## config.mk

```make
export PLATFORM = sky130hd
export DESIGN_NAME = cgr_regs
export DESIGN_NICKNAME = d
export VERILOG_FILES = /design/src/rtl/cgr_pkg.sv /design/src/rtl/cgr_spread_sel.sv /design/src/rtl/cgr_regs.sv
export SDC_FILE = /design/constraint.sdc
export NUM_CORES = 1
export LEC_CHECK = 0
export ABC_AREA = 1
export ABC_CLOCK_PERIOD_IN_PS = 2500
export BUFFER_PORTS_ARGS = -buffer_cell sky130_fd_sc_hd__clkbuf_2
export CAP_MARGIN = 10
export CORE_MARGIN = 2
export CORE_UTILIZATION = 45
export DETAILED_ROUTE_END_ITERATION = 10
export PLACE_DENSITY_LB_ADDON = 0.12
export SYNTH_ARGS = -nofsm -noshare
export SYNTH_HDL_FRONTEND = slang
export SYNTH_SLANG_ARGS = --single-unit
```

## constraint.sdc

```tcl
create_clock -name clk -period 2.5 [get_ports clk]
set_input_delay 0.5 -clock clk [delete_from_list [all_inputs] [get_ports clk]]
set_output_delay 0.5 -clock clk [all_outputs]
set_load 0.05 [all_outputs]
```

## src/rtl/cgr_pkg.sv

```systemverilog
// cgr_pkg: offsets, field layout, reset values and spread encodings of the id/count register bank
// assumes: byte-wide register access from a serial management front end
package cgr_pkg;
  localparam int ADDR_W = 8;
  localparam logic [7:0] OFS_SPREAD = 8'h01;
  localparam logic [7:0] OFS_RSVD = 8'h04;
  localparam logic [7:0] OFS_REV_VENDOR = 8'h05;
  localparam logic [7:0] OFS_PART_TYPE = 8'h06;
  localparam logic [7:0] OFS_RD_LEN = 8'h07;
  localparam int SPR_EN_BIT = 5;
  localparam int SPR_AMT_HI = 4;
  localparam int SPR_AMT_LO = 3;
  localparam int REV_HI = 7;
  localparam int REV_LO = 4;
  localparam int MAKER_HI = 3;
  localparam int MAKER_LO = 0;
  localparam int CLASS_HI = 7;
  localparam int CLASS_LO = 6;
  localparam int PNUM_HI = 5;
  localparam int PNUM_LO = 0;
  localparam int LEN_HI = 4;
  localparam int LEN_LO = 0;
  localparam logic [4:0] RD_LEN_RST = 5'h08;
  localparam logic [7:0] RSVD_VAL = 8'h00;
  localparam logic [1:0] AMT_RST = 2'h0;
  typedef enum logic [1:0] {
    CGR_SPREAD_OFF,
    CGR_SPREAD_025,
    CGR_SPREAD_RSVD,
    CGR_SPREAD_050
  } cgr_spread_t;
endpackage

```

## src/rtl/cgr_spread_sel.sv

```systemverilog
// cgr_spread_sel: decodes the software spread amount into the spread mode
// assumes: enable and amount come from registers on the same clock
`timescale 1ns/1ns
module cgr_spread_sel (
  input wire logic clk,
  input wire logic rst_b,
  input wire logic sw_enable,
  input wire logic [1:0] amount,
  input wire cgr_pkg::cgr_spread_t pin_mode,
  output cgr_pkg::cgr_spread_t mode_r
);
  cgr_pkg::cgr_spread_t mode_nxt;

  always_comb begin
    mode_nxt = pin_mode;
    if (sw_enable) begin
      case (amount)
        2'h0: mode_nxt = cgr_pkg::CGR_SPREAD_OFF;
        2'h1: mode_nxt = cgr_pkg::CGR_SPREAD_025;
        2'h2: mode_nxt = cgr_pkg::CGR_SPREAD_RSVD;
        2'h3: mode_nxt = cgr_pkg::CGR_SPREAD_050;
        default: mode_nxt = cgr_pkg::CGR_SPREAD_OFF;
      endcase
    end
  end

  always_ff @(posedge clk or negedge rst_b) begin
    if (!rst_b) begin
      mode_r <= cgr_pkg::CGR_SPREAD_OFF;
    end else begin
      mode_r <= mode_nxt;
    end
  end
endmodule // cgr_spread_sel

```

## src/rtl/cgr_regs.sv

```systemverilog
// cgr_regs: identification, block-read length and software spread registers
// assumes: serial front end gives one-cycle write/read strobes with byte address
`timescale 1ns/1ns
// How it works
// - amount bits are ignored unless the software spread enable bit is one.
// - amount 00 off, 01 minus 0.25 percent, 10 reserved, 11 minus 0.5 percent.
// - byte 5 read-only: revision code bits 7-4, maker code bits 3-0.
// - byte 6 read-only: part class bits 7-6, part number code bits 5-0.
// - byte 7 holds writable five-bit length; upper three bits reserved.
// - length sets bytes returned in a block read; resets to eight.
module cgr_regs #(
  parameter logic [3:0] REV_CODE = 4'h3,   // arbitrary value
  parameter logic [3:0] MAKER_CODE = 4'h5, // arbitrary value
  parameter logic [1:0] PART_CLASS = 2'h1, // arbitrary value
  parameter logic [5:0] PART_NUM = 6'h11   // arbitrary value
) (
  input wire logic clk,
  input wire logic rst_b,
  input wire logic wr_en,
  input wire logic rd_en,
  input wire logic [7:0] addr,
  input wire logic [7:0] wdata,
  input wire cgr_pkg::cgr_spread_t pin_mode,
  output logic [7:0] rdata_r,
  output logic [4:0] rd_len_r,
  output logic sw_enable_r,
  output logic [1:0] amount_r,
  output cgr_pkg::cgr_spread_t mode_r
);
  logic [7:0] rdata_nxt;

  always_ff @(posedge clk or negedge rst_b) begin
    if (!rst_b) begin
      rd_len_r <= cgr_pkg::RD_LEN_RST;
    end else if (wr_en && addr == cgr_pkg::OFS_RD_LEN) begin
      rd_len_r <= wdata[cgr_pkg::LEN_HI:cgr_pkg::LEN_LO];
    end
  end

  always_ff @(posedge clk or negedge rst_b) begin
    if (!rst_b) begin
      sw_enable_r <= 1'h0;
      amount_r <= cgr_pkg::AMT_RST;
    end else if (wr_en && addr == cgr_pkg::OFS_SPREAD) begin
      sw_enable_r <= wdata[cgr_pkg::SPR_EN_BIT];
      amount_r <= wdata[cgr_pkg::SPR_AMT_HI:cgr_pkg::SPR_AMT_LO];
    end
  end

  always_comb begin
    rdata_nxt = rdata_r;
    if (rd_en) begin
      case (addr)
        cgr_pkg::OFS_SPREAD: rdata_nxt = {2'h0, sw_enable_r, amount_r, 3'h0};
        cgr_pkg::OFS_RSVD: rdata_nxt = cgr_pkg::RSVD_VAL;
        cgr_pkg::OFS_REV_VENDOR: rdata_nxt = {REV_CODE, MAKER_CODE};
        cgr_pkg::OFS_PART_TYPE: rdata_nxt = {PART_CLASS, PART_NUM};
        cgr_pkg::OFS_RD_LEN: rdata_nxt = {3'h0, rd_len_r};
        default: rdata_nxt = 8'h00;
      endcase
    end
  end

  always_ff @(posedge clk or negedge rst_b) begin
    if (!rst_b) begin
      rdata_r <= 8'h00;
    end else begin
      rdata_r <= rdata_nxt;
    end
  end

  cgr_spread_sel i_cgr_spread_sel (
    .clk(clk),
    .rst_b(rst_b),
    .sw_enable(sw_enable_r),
    .amount(amount_r),
    .pin_mode(pin_mode),
    .mode_r(mode_r)
  );

  property p_len_write;
    @(posedge clk) disable iff (!rst_b)
    wr_en && addr == cgr_pkg::OFS_RD_LEN |=> rd_len_r == $past(wdata[cgr_pkg::LEN_HI:cgr_pkg::LEN_LO]);
  endproperty
  a_len_write: assert property (p_len_write) else $error("length not written");

  property p_len_hold;
    @(posedge clk) disable iff (!rst_b)
    !(wr_en && addr == cgr_pkg::OFS_RD_LEN) |=> $stable(rd_len_r);
  endproperty
  a_len_hold: assert property (p_len_hold) else $error("length changed without write");

  property p_rsvd_zero;
    @(posedge clk) disable iff (!rst_b)
    rd_en && addr == cgr_pkg::OFS_RSVD |=> rdata_r == cgr_pkg::RSVD_VAL;
  endproperty
  a_rsvd_zero: assert property (p_rsvd_zero) else $error("reserved byte not zero");

  property p_rev;
    @(posedge clk) disable iff (!rst_b)
    rd_en && addr == cgr_pkg::OFS_REV_VENDOR |=> rdata_r == {REV_CODE, MAKER_CODE};
  endproperty
  a_rev: assert property (p_rev) else $error("revision byte wrong");

  property p_part;
    @(posedge clk) disable iff (!rst_b)
    rd_en && addr == cgr_pkg::OFS_PART_TYPE |=> rdata_r == {PART_CLASS, PART_NUM};
  endproperty
  a_part: assert property (p_part) else $error("part byte wrong");

  property p_len_read;
    @(posedge clk) disable iff (!rst_b)
    rd_en && addr == cgr_pkg::OFS_RD_LEN |=> rdata_r == {3'h0, $past(rd_len_r)};
  endproperty
  a_len_read: assert property (p_len_read) else $error("length readback wrong");

  property p_sw_off;
    @(posedge clk) disable iff (!rst_b)
    rst_b && !sw_enable_r |=> mode_r == $past(pin_mode);
  endproperty
  a_sw_off: assert property (p_sw_off) else $error("amount used while disabled");

  property p_sw_half;
    @(posedge clk) disable iff (!rst_b)
    sw_enable_r && amount_r == 2'h3 |=> mode_r == cgr_pkg::CGR_SPREAD_050;
  endproperty
  a_sw_half: assert property (p_sw_half) else $error("amount 11 not half percent");

  property p_sw_quarter;
    @(posedge clk) disable iff (!rst_b)
    sw_enable_r && amount_r == 2'h1 |=> mode_r == cgr_pkg::CGR_SPREAD_025;
  endproperty
  a_sw_quarter: assert property (p_sw_quarter) else $error("amount 01 not quarter percent");

  c_len_wr: cover property (@(posedge clk) wr_en && addr == cgr_pkg::OFS_RD_LEN);
  c_sw_on: cover property (@(posedge clk) sw_enable_r && amount_r == 2'h3);
  c_id_rd: cover property (@(posedge clk) rd_en && addr == cgr_pkg::OFS_REV_VENDOR);
  c_sw_pin: cover property (@(posedge clk) rst_b && !sw_enable_r && amount_r == 2'h3);
  c_rst_held: cover property (@(posedge clk) !rst_b ##1 !rst_b);

  property p_len_rst;
    @(posedge clk)
    !rst_b ##1 !rst_b |-> rd_len_r == cgr_pkg::RD_LEN_RST;
  endproperty
  a_len_rst: assert property (p_len_rst) else $error("length not eight in reset");

  property p_len_upper;
    @(posedge clk) disable iff (!rst_b)
    rd_en && addr == cgr_pkg::OFS_RD_LEN |=> rdata_r[7:cgr_pkg::LEN_HI+1] == '0;
  endproperty
  a_len_upper: assert property (p_len_upper) else $error("length upper bits not zero");

  property p_len_stand;
    @(posedge clk) disable iff (!rst_b)
    rd_en && addr == cgr_pkg::OFS_RD_LEN ##1 !rd_en |=> $stable(rdata_r);
  endproperty
  a_len_stand: assert property (p_len_stand) else $error("length readback not held");

  property p_spread_wr;
    @(posedge clk) disable iff (!rst_b)
    wr_en && addr == cgr_pkg::OFS_SPREAD |=> sw_enable_r == $past(wdata[cgr_pkg::SPR_EN_BIT])
      && amount_r == $past(wdata[cgr_pkg::SPR_AMT_HI:cgr_pkg::SPR_AMT_LO]);
  endproperty
  a_spread_wr: assert property (p_spread_wr) else $error("spread bits not written");

  property p_spread_hold;
    @(posedge clk) disable iff (!rst_b)
    !(wr_en && addr == cgr_pkg::OFS_SPREAD) |=> $stable(sw_enable_r) && $stable(amount_r);
  endproperty
  a_spread_hold: assert property (p_spread_hold) else $error("spread bits changed without write");

  property p_spread_read;
    @(posedge clk) disable iff (!rst_b)
    rd_en && addr == cgr_pkg::OFS_SPREAD |=> rdata_r[cgr_pkg::SPR_EN_BIT] == $past(sw_enable_r)
      && rdata_r[cgr_pkg::SPR_AMT_HI:cgr_pkg::SPR_AMT_LO] == $past(amount_r);
  endproperty
  a_spread_read: assert property (p_spread_read) else $error("spread readback wrong");

  property p_sw_zero;
    @(posedge clk) disable iff (!rst_b)
    sw_enable_r && amount_r == 2'h0 |=> mode_r == cgr_pkg::CGR_SPREAD_OFF;
  endproperty
  a_sw_zero: assert property (p_sw_zero) else $error("amount 00 not off");

  property p_sw_rsvd;
    @(posedge clk) disable iff (!rst_b)
    sw_enable_r && amount_r == 2'h2 |=> mode_r == cgr_pkg::CGR_SPREAD_RSVD;
  endproperty
  a_sw_rsvd: assert property (p_sw_rsvd) else $error("amount 10 not reserved");

  property p_rsvd_wr;
    @(posedge clk) disable iff (!rst_b)
    wr_en && addr == cgr_pkg::OFS_RSVD |=> $stable(rd_len_r) && $stable(sw_enable_r) && $stable(amount_r);
  endproperty
  a_rsvd_wr: assert property (p_rsvd_wr) else $error("reserved byte write had effect");

  property p_rsvd_stand;
    @(posedge clk) disable iff (!rst_b)
    rd_en && addr == cgr_pkg::OFS_RSVD ##1 !rd_en |=> rdata_r == cgr_pkg::RSVD_VAL;
  endproperty
  a_rsvd_stand: assert property (p_rsvd_stand) else $error("reserved readback not held");

  property p_rev_wr;
    @(posedge clk) disable iff (!rst_b)
    wr_en && addr == cgr_pkg::OFS_REV_VENDOR |=> $stable(rd_len_r) && $stable(sw_enable_r) && $stable(amount_r);
  endproperty
  a_rev_wr: assert property (p_rev_wr) else $error("revision byte write had effect");

  property p_rev_stand;
    @(posedge clk) disable iff (!rst_b)
    rd_en && addr == cgr_pkg::OFS_REV_VENDOR ##1 !rd_en |=> rdata_r == {REV_CODE, MAKER_CODE};
  endproperty
  a_rev_stand: assert property (p_rev_stand) else $error("revision readback not held");

  property p_part_wr;
    @(posedge clk) disable iff (!rst_b)
    wr_en && addr == cgr_pkg::OFS_PART_TYPE |=> $stable(rd_len_r) && $stable(sw_enable_r) && $stable(amount_r);
  endproperty
  a_part_wr: assert property (p_part_wr) else $error("part byte write had effect");

  property p_part_stand;
    @(posedge clk) disable iff (!rst_b)
    rd_en && addr == cgr_pkg::OFS_PART_TYPE ##1 !rd_en |=> rdata_r == {PART_CLASS, PART_NUM};
  endproperty
  a_part_stand: assert property (p_part_stand) else $error("part readback not held");
endmodule // cgr_regs

```

### Word-level counts from Yosys, hierarchy flattened

Index checks and enable logic that the tools add are counted.

| storage, ports and cells | value |
|---|---|
| bits in registers | 18 |
| latch bits | 0 |
| bits in writable memories | 0 |
| memory bits (read-only) | 0 |
| input port bits | 22 |
| output and inout bits | 18 |
| word-level logic and storage cells | 18 |
| memories | 0 |

| operators by class | value |
|---|---|
| add/sub/neg operators | 0 |
| multiply operators | 0 |
| div/mod/pow operators | 0 |
| $lt $le $gt $ge | 0 |
| eq/ne operators | 7 |
| shift-type cells | 0 |
| multiplexer cells | 3 |
| bitwise gates (word level) | 0 |
| reductions and logical operators | 3 |

Operators by type and width:

| kind | number |
|---|---|
| one-hot mux 7 bit (4 select lines) | 1 |
| == test 8 x 3 -> 1 bit (second input constant) | 3 |
| == test 8 x 1 -> 1 bit (second input constant) | 1 |
| one-hot mux 2 bit (4 select lines) | 1 |
| == test 2 bit (second input constant) | 2 |
| == test 2 x 1 -> 1 bit (second input constant) | 1 |
| logical AND 1 bit | 2 |
| zero test 2 bit | 1 |
| 2-to-1 mux 2 bit | 1 |

### Logic depth before layout (Yosys ltp)

| depth | value |
|---|---|
| word-level depth | 3 |
| gate-level depth with buffers | 8 |
| gate-level depth less buffers | 8 |

### By module

Synthesis repeated with hierarchy kept, for this count alone.

| unflattened totals | value |
|---|---|
| cells, all modules | 105 |
| area total of the unflattened synthesis | 827.0 sq um |

Modules (own cells, without submodules):

| module | times used | cells an instance | area each (sq um) | seq. area each (sq um) |
|---|---|---|---|---|
| cgr_regs | 1 | 96 | 750.7 | 376.6 |
| cgr_spread_sel | 1 | 9 | 76.3 | 50.0 |

### Least setup slack after synthesis

OpenSTA, ideal clock, no wires.

| path | value |
|---|---|
| path kind | input port to flip-flop |
| from | input addr[7] |
| to | register rd_len_r[4] |
| library setup time | 0.119 ns |
| arrival | 1.118 ns |
| required time | 2.381 ns |
| slack | 1.263 ns |
| stages on the path | 7 |
| path buffers | 0 |
| cells stage by stage | nor2_1 > nand2_1 > inv_2 > nand2_4 > nor2_8 > nand2_2 > o21a_1 |

| between the ends | value |
|---|---|
| cells in the longest elaborated chain, start to end | 2 |

RTL lines:

| element | line | RTL |
|---|---|---|
| start, declared | cgr_regs.sv:21 | `input wire logic [7:0] addr,` |
| == test 8 x 3 -> 1 bit | cgr_regs.sv:35 | `end else if (wr_en && addr == cgr_pkg::OFS_RD_LEN) begin` |
| logical AND 1 bit | cgr_regs.sv:35 |  |
| end signal, assigned | cgr_regs.sv:34 | `rd_len_r <= cgr_pkg::RD_LEN_RST;` |
| end signal, assigned | cgr_regs.sv:36 | `rd_len_r <= wdata[cgr_pkg::LEN_HI:cgr_pkg::LEN_LO];` |
| end, declared | cgr_regs.sv:25 | `output logic [4:0] rd_len_r,` |

Every way passes these cells.
A chain may end at the register's enable or synchronous reset.

### Final worst setup path

| path | value |
|---|---|
| from | register rd_len_r[3] |
| to | output rd_len_r[3] |

No word-level cell between the ends.

==> impl_metrics.env <==
export IMPL_cts_sinks=17
export IMPL_p_switching_mw=0.171
export IMPL_share_comb_of_total_power=0.201
export IMPL_worstPathBufferInverterCount=1
export IMPL_internal_power_mw=0.379
export IMPL_ys_seq_elements=17
export IMPL_cpLargestDelayFamily="flip-flops"
export IMPL_synth_cell_types=20
export IMPL_p_seq_frac=0.538
export IMPL_track_usage=0.168
export IMPL_yosys_area_top_type_share=0.486
export IMPL_yosys_warnings=0
export IMPL_diodes=0
export IMPL_synth_main_ff_cell="dfrtp_1"
export IMPL_crit_path_end_kind="output port"
export IMPL_clock_latency_ns=0.28
export IMPL_yosysMostFrequentCell="nand2_1"
export IMPL_grt_max_degree=18
export IMPL_min_period_over_period=0.632
export IMPL_fin_skew_ns=0.00555
export IMPL_cp_start_kind="flip-flop"
export IMPL_grt_pass1_vias=626
export IMPL_cts_resized=0
export IMPL_clock_path_buffers=2
export IMPL_place_congestion=0.786
export IMPL_placed_area_sq_mm=0.00102
export IMPL_ir_drop_mv=0.365
export IMPL_synth_avg_cell_area_sq_um=8.23
export IMPL_fmax_mhz=633
export IMPL_hold_worst_slack_ns=0.130
export IMPL_ys_async_sr_fraction=1.00
export IMPL_tns_ns=0
export IMPL_holdBufCountCts=0
export IMPL_dp_worst_setup_slack_ns=1.08
export IMPL_synth_commonest_cells="30 x nand2_1, 16 x dfrtp_1, 14 x inv_1"
export IMPL_setup_viol=0
export IMPL_die_w_um=46.8
export IMPL_hold_viol_final=0
export IMPL_cp_cell_sequence="clkbuf_2"
export IMPL_maxCapViolations=0
export IMPL_final_util=0.608
export IMPL_synth_largest_area_cell="dfrtp_1"
export IMPL_antenna_found_initial=0
export IMPL_r2r_start="rd_len_r[3]$_DFFE_PN1P_"
export IMPL_setup_slack_ns=0.921
export IMPL_drv_slew=0
export IMPL_power_leakage_nw=0.619
export IMPL_htreeDepth=1
export IMPL_status="completed"
export IMPL_ios=40
export IMPL_first_pass_iters=4
export IMPL_max_stage_delay_ns=0.54
export IMPL_core_sq_mm=0.00173
export IMPL_ys_seq_area_frac=0.518
export IMPL_mappedNetlistNets=122
export IMPL_clk_pin_slew_ns=0.10
export IMPL_syn_area_sq_um=823
export IMPL_portBuffers=36
export IMPL_final_layout_size_suffix_gt1_frac=0.348
export IMPL_cts_tree="done"
export IMPL_cts_buffers=3
export IMPL_drt_iter0_markers=15
export IMPL_synth_cells=100
export IMPL_routed_via_count=729
export IMPL_drt_total_wl_mm=1.64
export IMPL_powerDensity_mw_per_mm2=524
export IMPL_remaining_drc_errors=0
export IMPL_die_h_um=46.8
export IMPL_rr_worst_depth=4
export IMPL_cpMaxStageDelayCell="dfstp_2"
export IMPL_syn2layout_area_growth_pct=27.5
export IMPL_die_area_sq_mm=0.00219
export IMPL_finalPower_mw=0.550
export IMPL_rsz0062_at_grt="false"
export IMPL_num_rows=15
export IMPL_design_area_sq_mm=0.00105
export IMPL_postRouteAntennaNets=0
export IMPL_hpwlAfterDp_mm=1.32
export IMPL_dp_cells=159
export IMPL_fin_crit_ns=1.58
export IMPL_p_clk_frac=0.261
export IMPL_netSwitchingFraction=0.310
export IMPL_path_class="flip-flop to output port"
export IMPL_initial_core_util=0.477
export IMPL_synth_edf_count=0
export IMPL_fin_nets=161
export IMPL_hold_class="input pin to asynchronous set/reset pin"
export IMPL_ff2ff_setup_slack_ns=1.54
export IMPL_root_buffer="clkbuf_4"
export IMPL_required_ns=2.00
export IMPL_arrival_ns=1.08
export IMPL_grt_pass1_wl_mm=2.57
export IMPL_fin_cells=163
export IMPL_netlist_top_cells_area="dfrtp_1 49%, nand2_1 14%, inv_1 6.4%, o21ai_0 6.1%, nor2_1 4.1%"
export IMPL_wl_per_cell_um=10.0
export IMPL_cts_setup_buffers=0
export IMPL_vias_per_cell=4.47
export IMPL_path_max_fanout=2
export IMPL_reg2reg_to="rdata_r[3]$_DFFE_PN0P_"
export IMPL_gr_total_overflow=0
==> registers in the layout (all words and copies together), names as in the netlist <==
register                 flops
rdata_r                      7
i_cgr_spread_sel.mode_r      2
rd_len_r                     5
amount_r                     2
sw_enable_r                  1
==> how the worst max path moves through the flow <==
stage                            startpoint                 endpoint  slack (ns)  depth (start not counted)
finish              rd_len_r[3]$_DFFE_PN1P_              rd_len_r[3]        0.92                          1
detailed placement                  addr[7]  rd_len_r[4]$_DFFE_PN0P_        1.08                          8
global route        rd_len_r[3]$_DFFE_PN1P_              rd_len_r[3]        0.87                          1
global placement                    addr[7]  rd_len_r[4]$_DFFE_PN0P_        1.09                          8
floorplan                           addr[7]  rd_len_r[4]$_DFFE_PN0P_        1.26                          7
CTS                 rd_len_r[3]$_DFFE_PN1P_              rd_len_r[3]        0.91                          1
==> area by class of cell <==
cell class	instances	area [sq um]
Inverter	15	56.3
Fill cell	187	677
Tap cell	25	31.3
Multi-Input combinational cell	66	329
Timing Repair Buffer	36	180
Clock buffer	4	26.3
Sequential cell	17	427
==> logic make-up after synthesis <==
family / count (synthesis) / synth area share
other cells: 1 / 0.00455
mux: 2 / 0.0274
compound gates: 13 / 0.0866
buf+inv: 17 / 0.0821
simple gates: 50 / 0.281
flops: 17 / 0.518
==> cell usage in the layout, fill, tap and decap left out <==
cell       n
a31oi_1    1
inv_1     14
nor2_2     1
o21ai_0   10
nand2_1   30
mux2_2     2
inv_2      1
conb_1     1
nand2_4    1
dfrtp_1   16
nor2_4     1
o31ai_1    1
o21a_1     1
nand3_1    6
clkbuf_1   1
nor2_8     1
nor2_1     9
clkbuf_2  36
clkbuf_4   3
dfstp_2    1
nand2_2    1
==> metal layers <==
metal | up-vias | part of all wire | GRT usage
met5 | - | 0 | 0
met4 | 0 | 0.0073 | 0.0667
met3 | 2 | 0.059 | 0.0385
met2 | 26 | 0.49 | 0.279
met1 | 318 | 0.44 | 0.211
li1 | 383 | - | -
==> power groups by stage <==
stage | sequential [mW] | combinational, mW | clock, mW
after global placement | 0.301 | 0.110 | 0
after detailed placement | 0.302 | 0.112 | 0
final | 0.296 | 0.110 | 0.143
after global routing | 0.298 | 0.120 | 0.163
after floorplan | 0.345 | 0.0306 | 0
after CTS | 0.296 | 0.112 | 0.149
(Power assumes the default switching activity.)
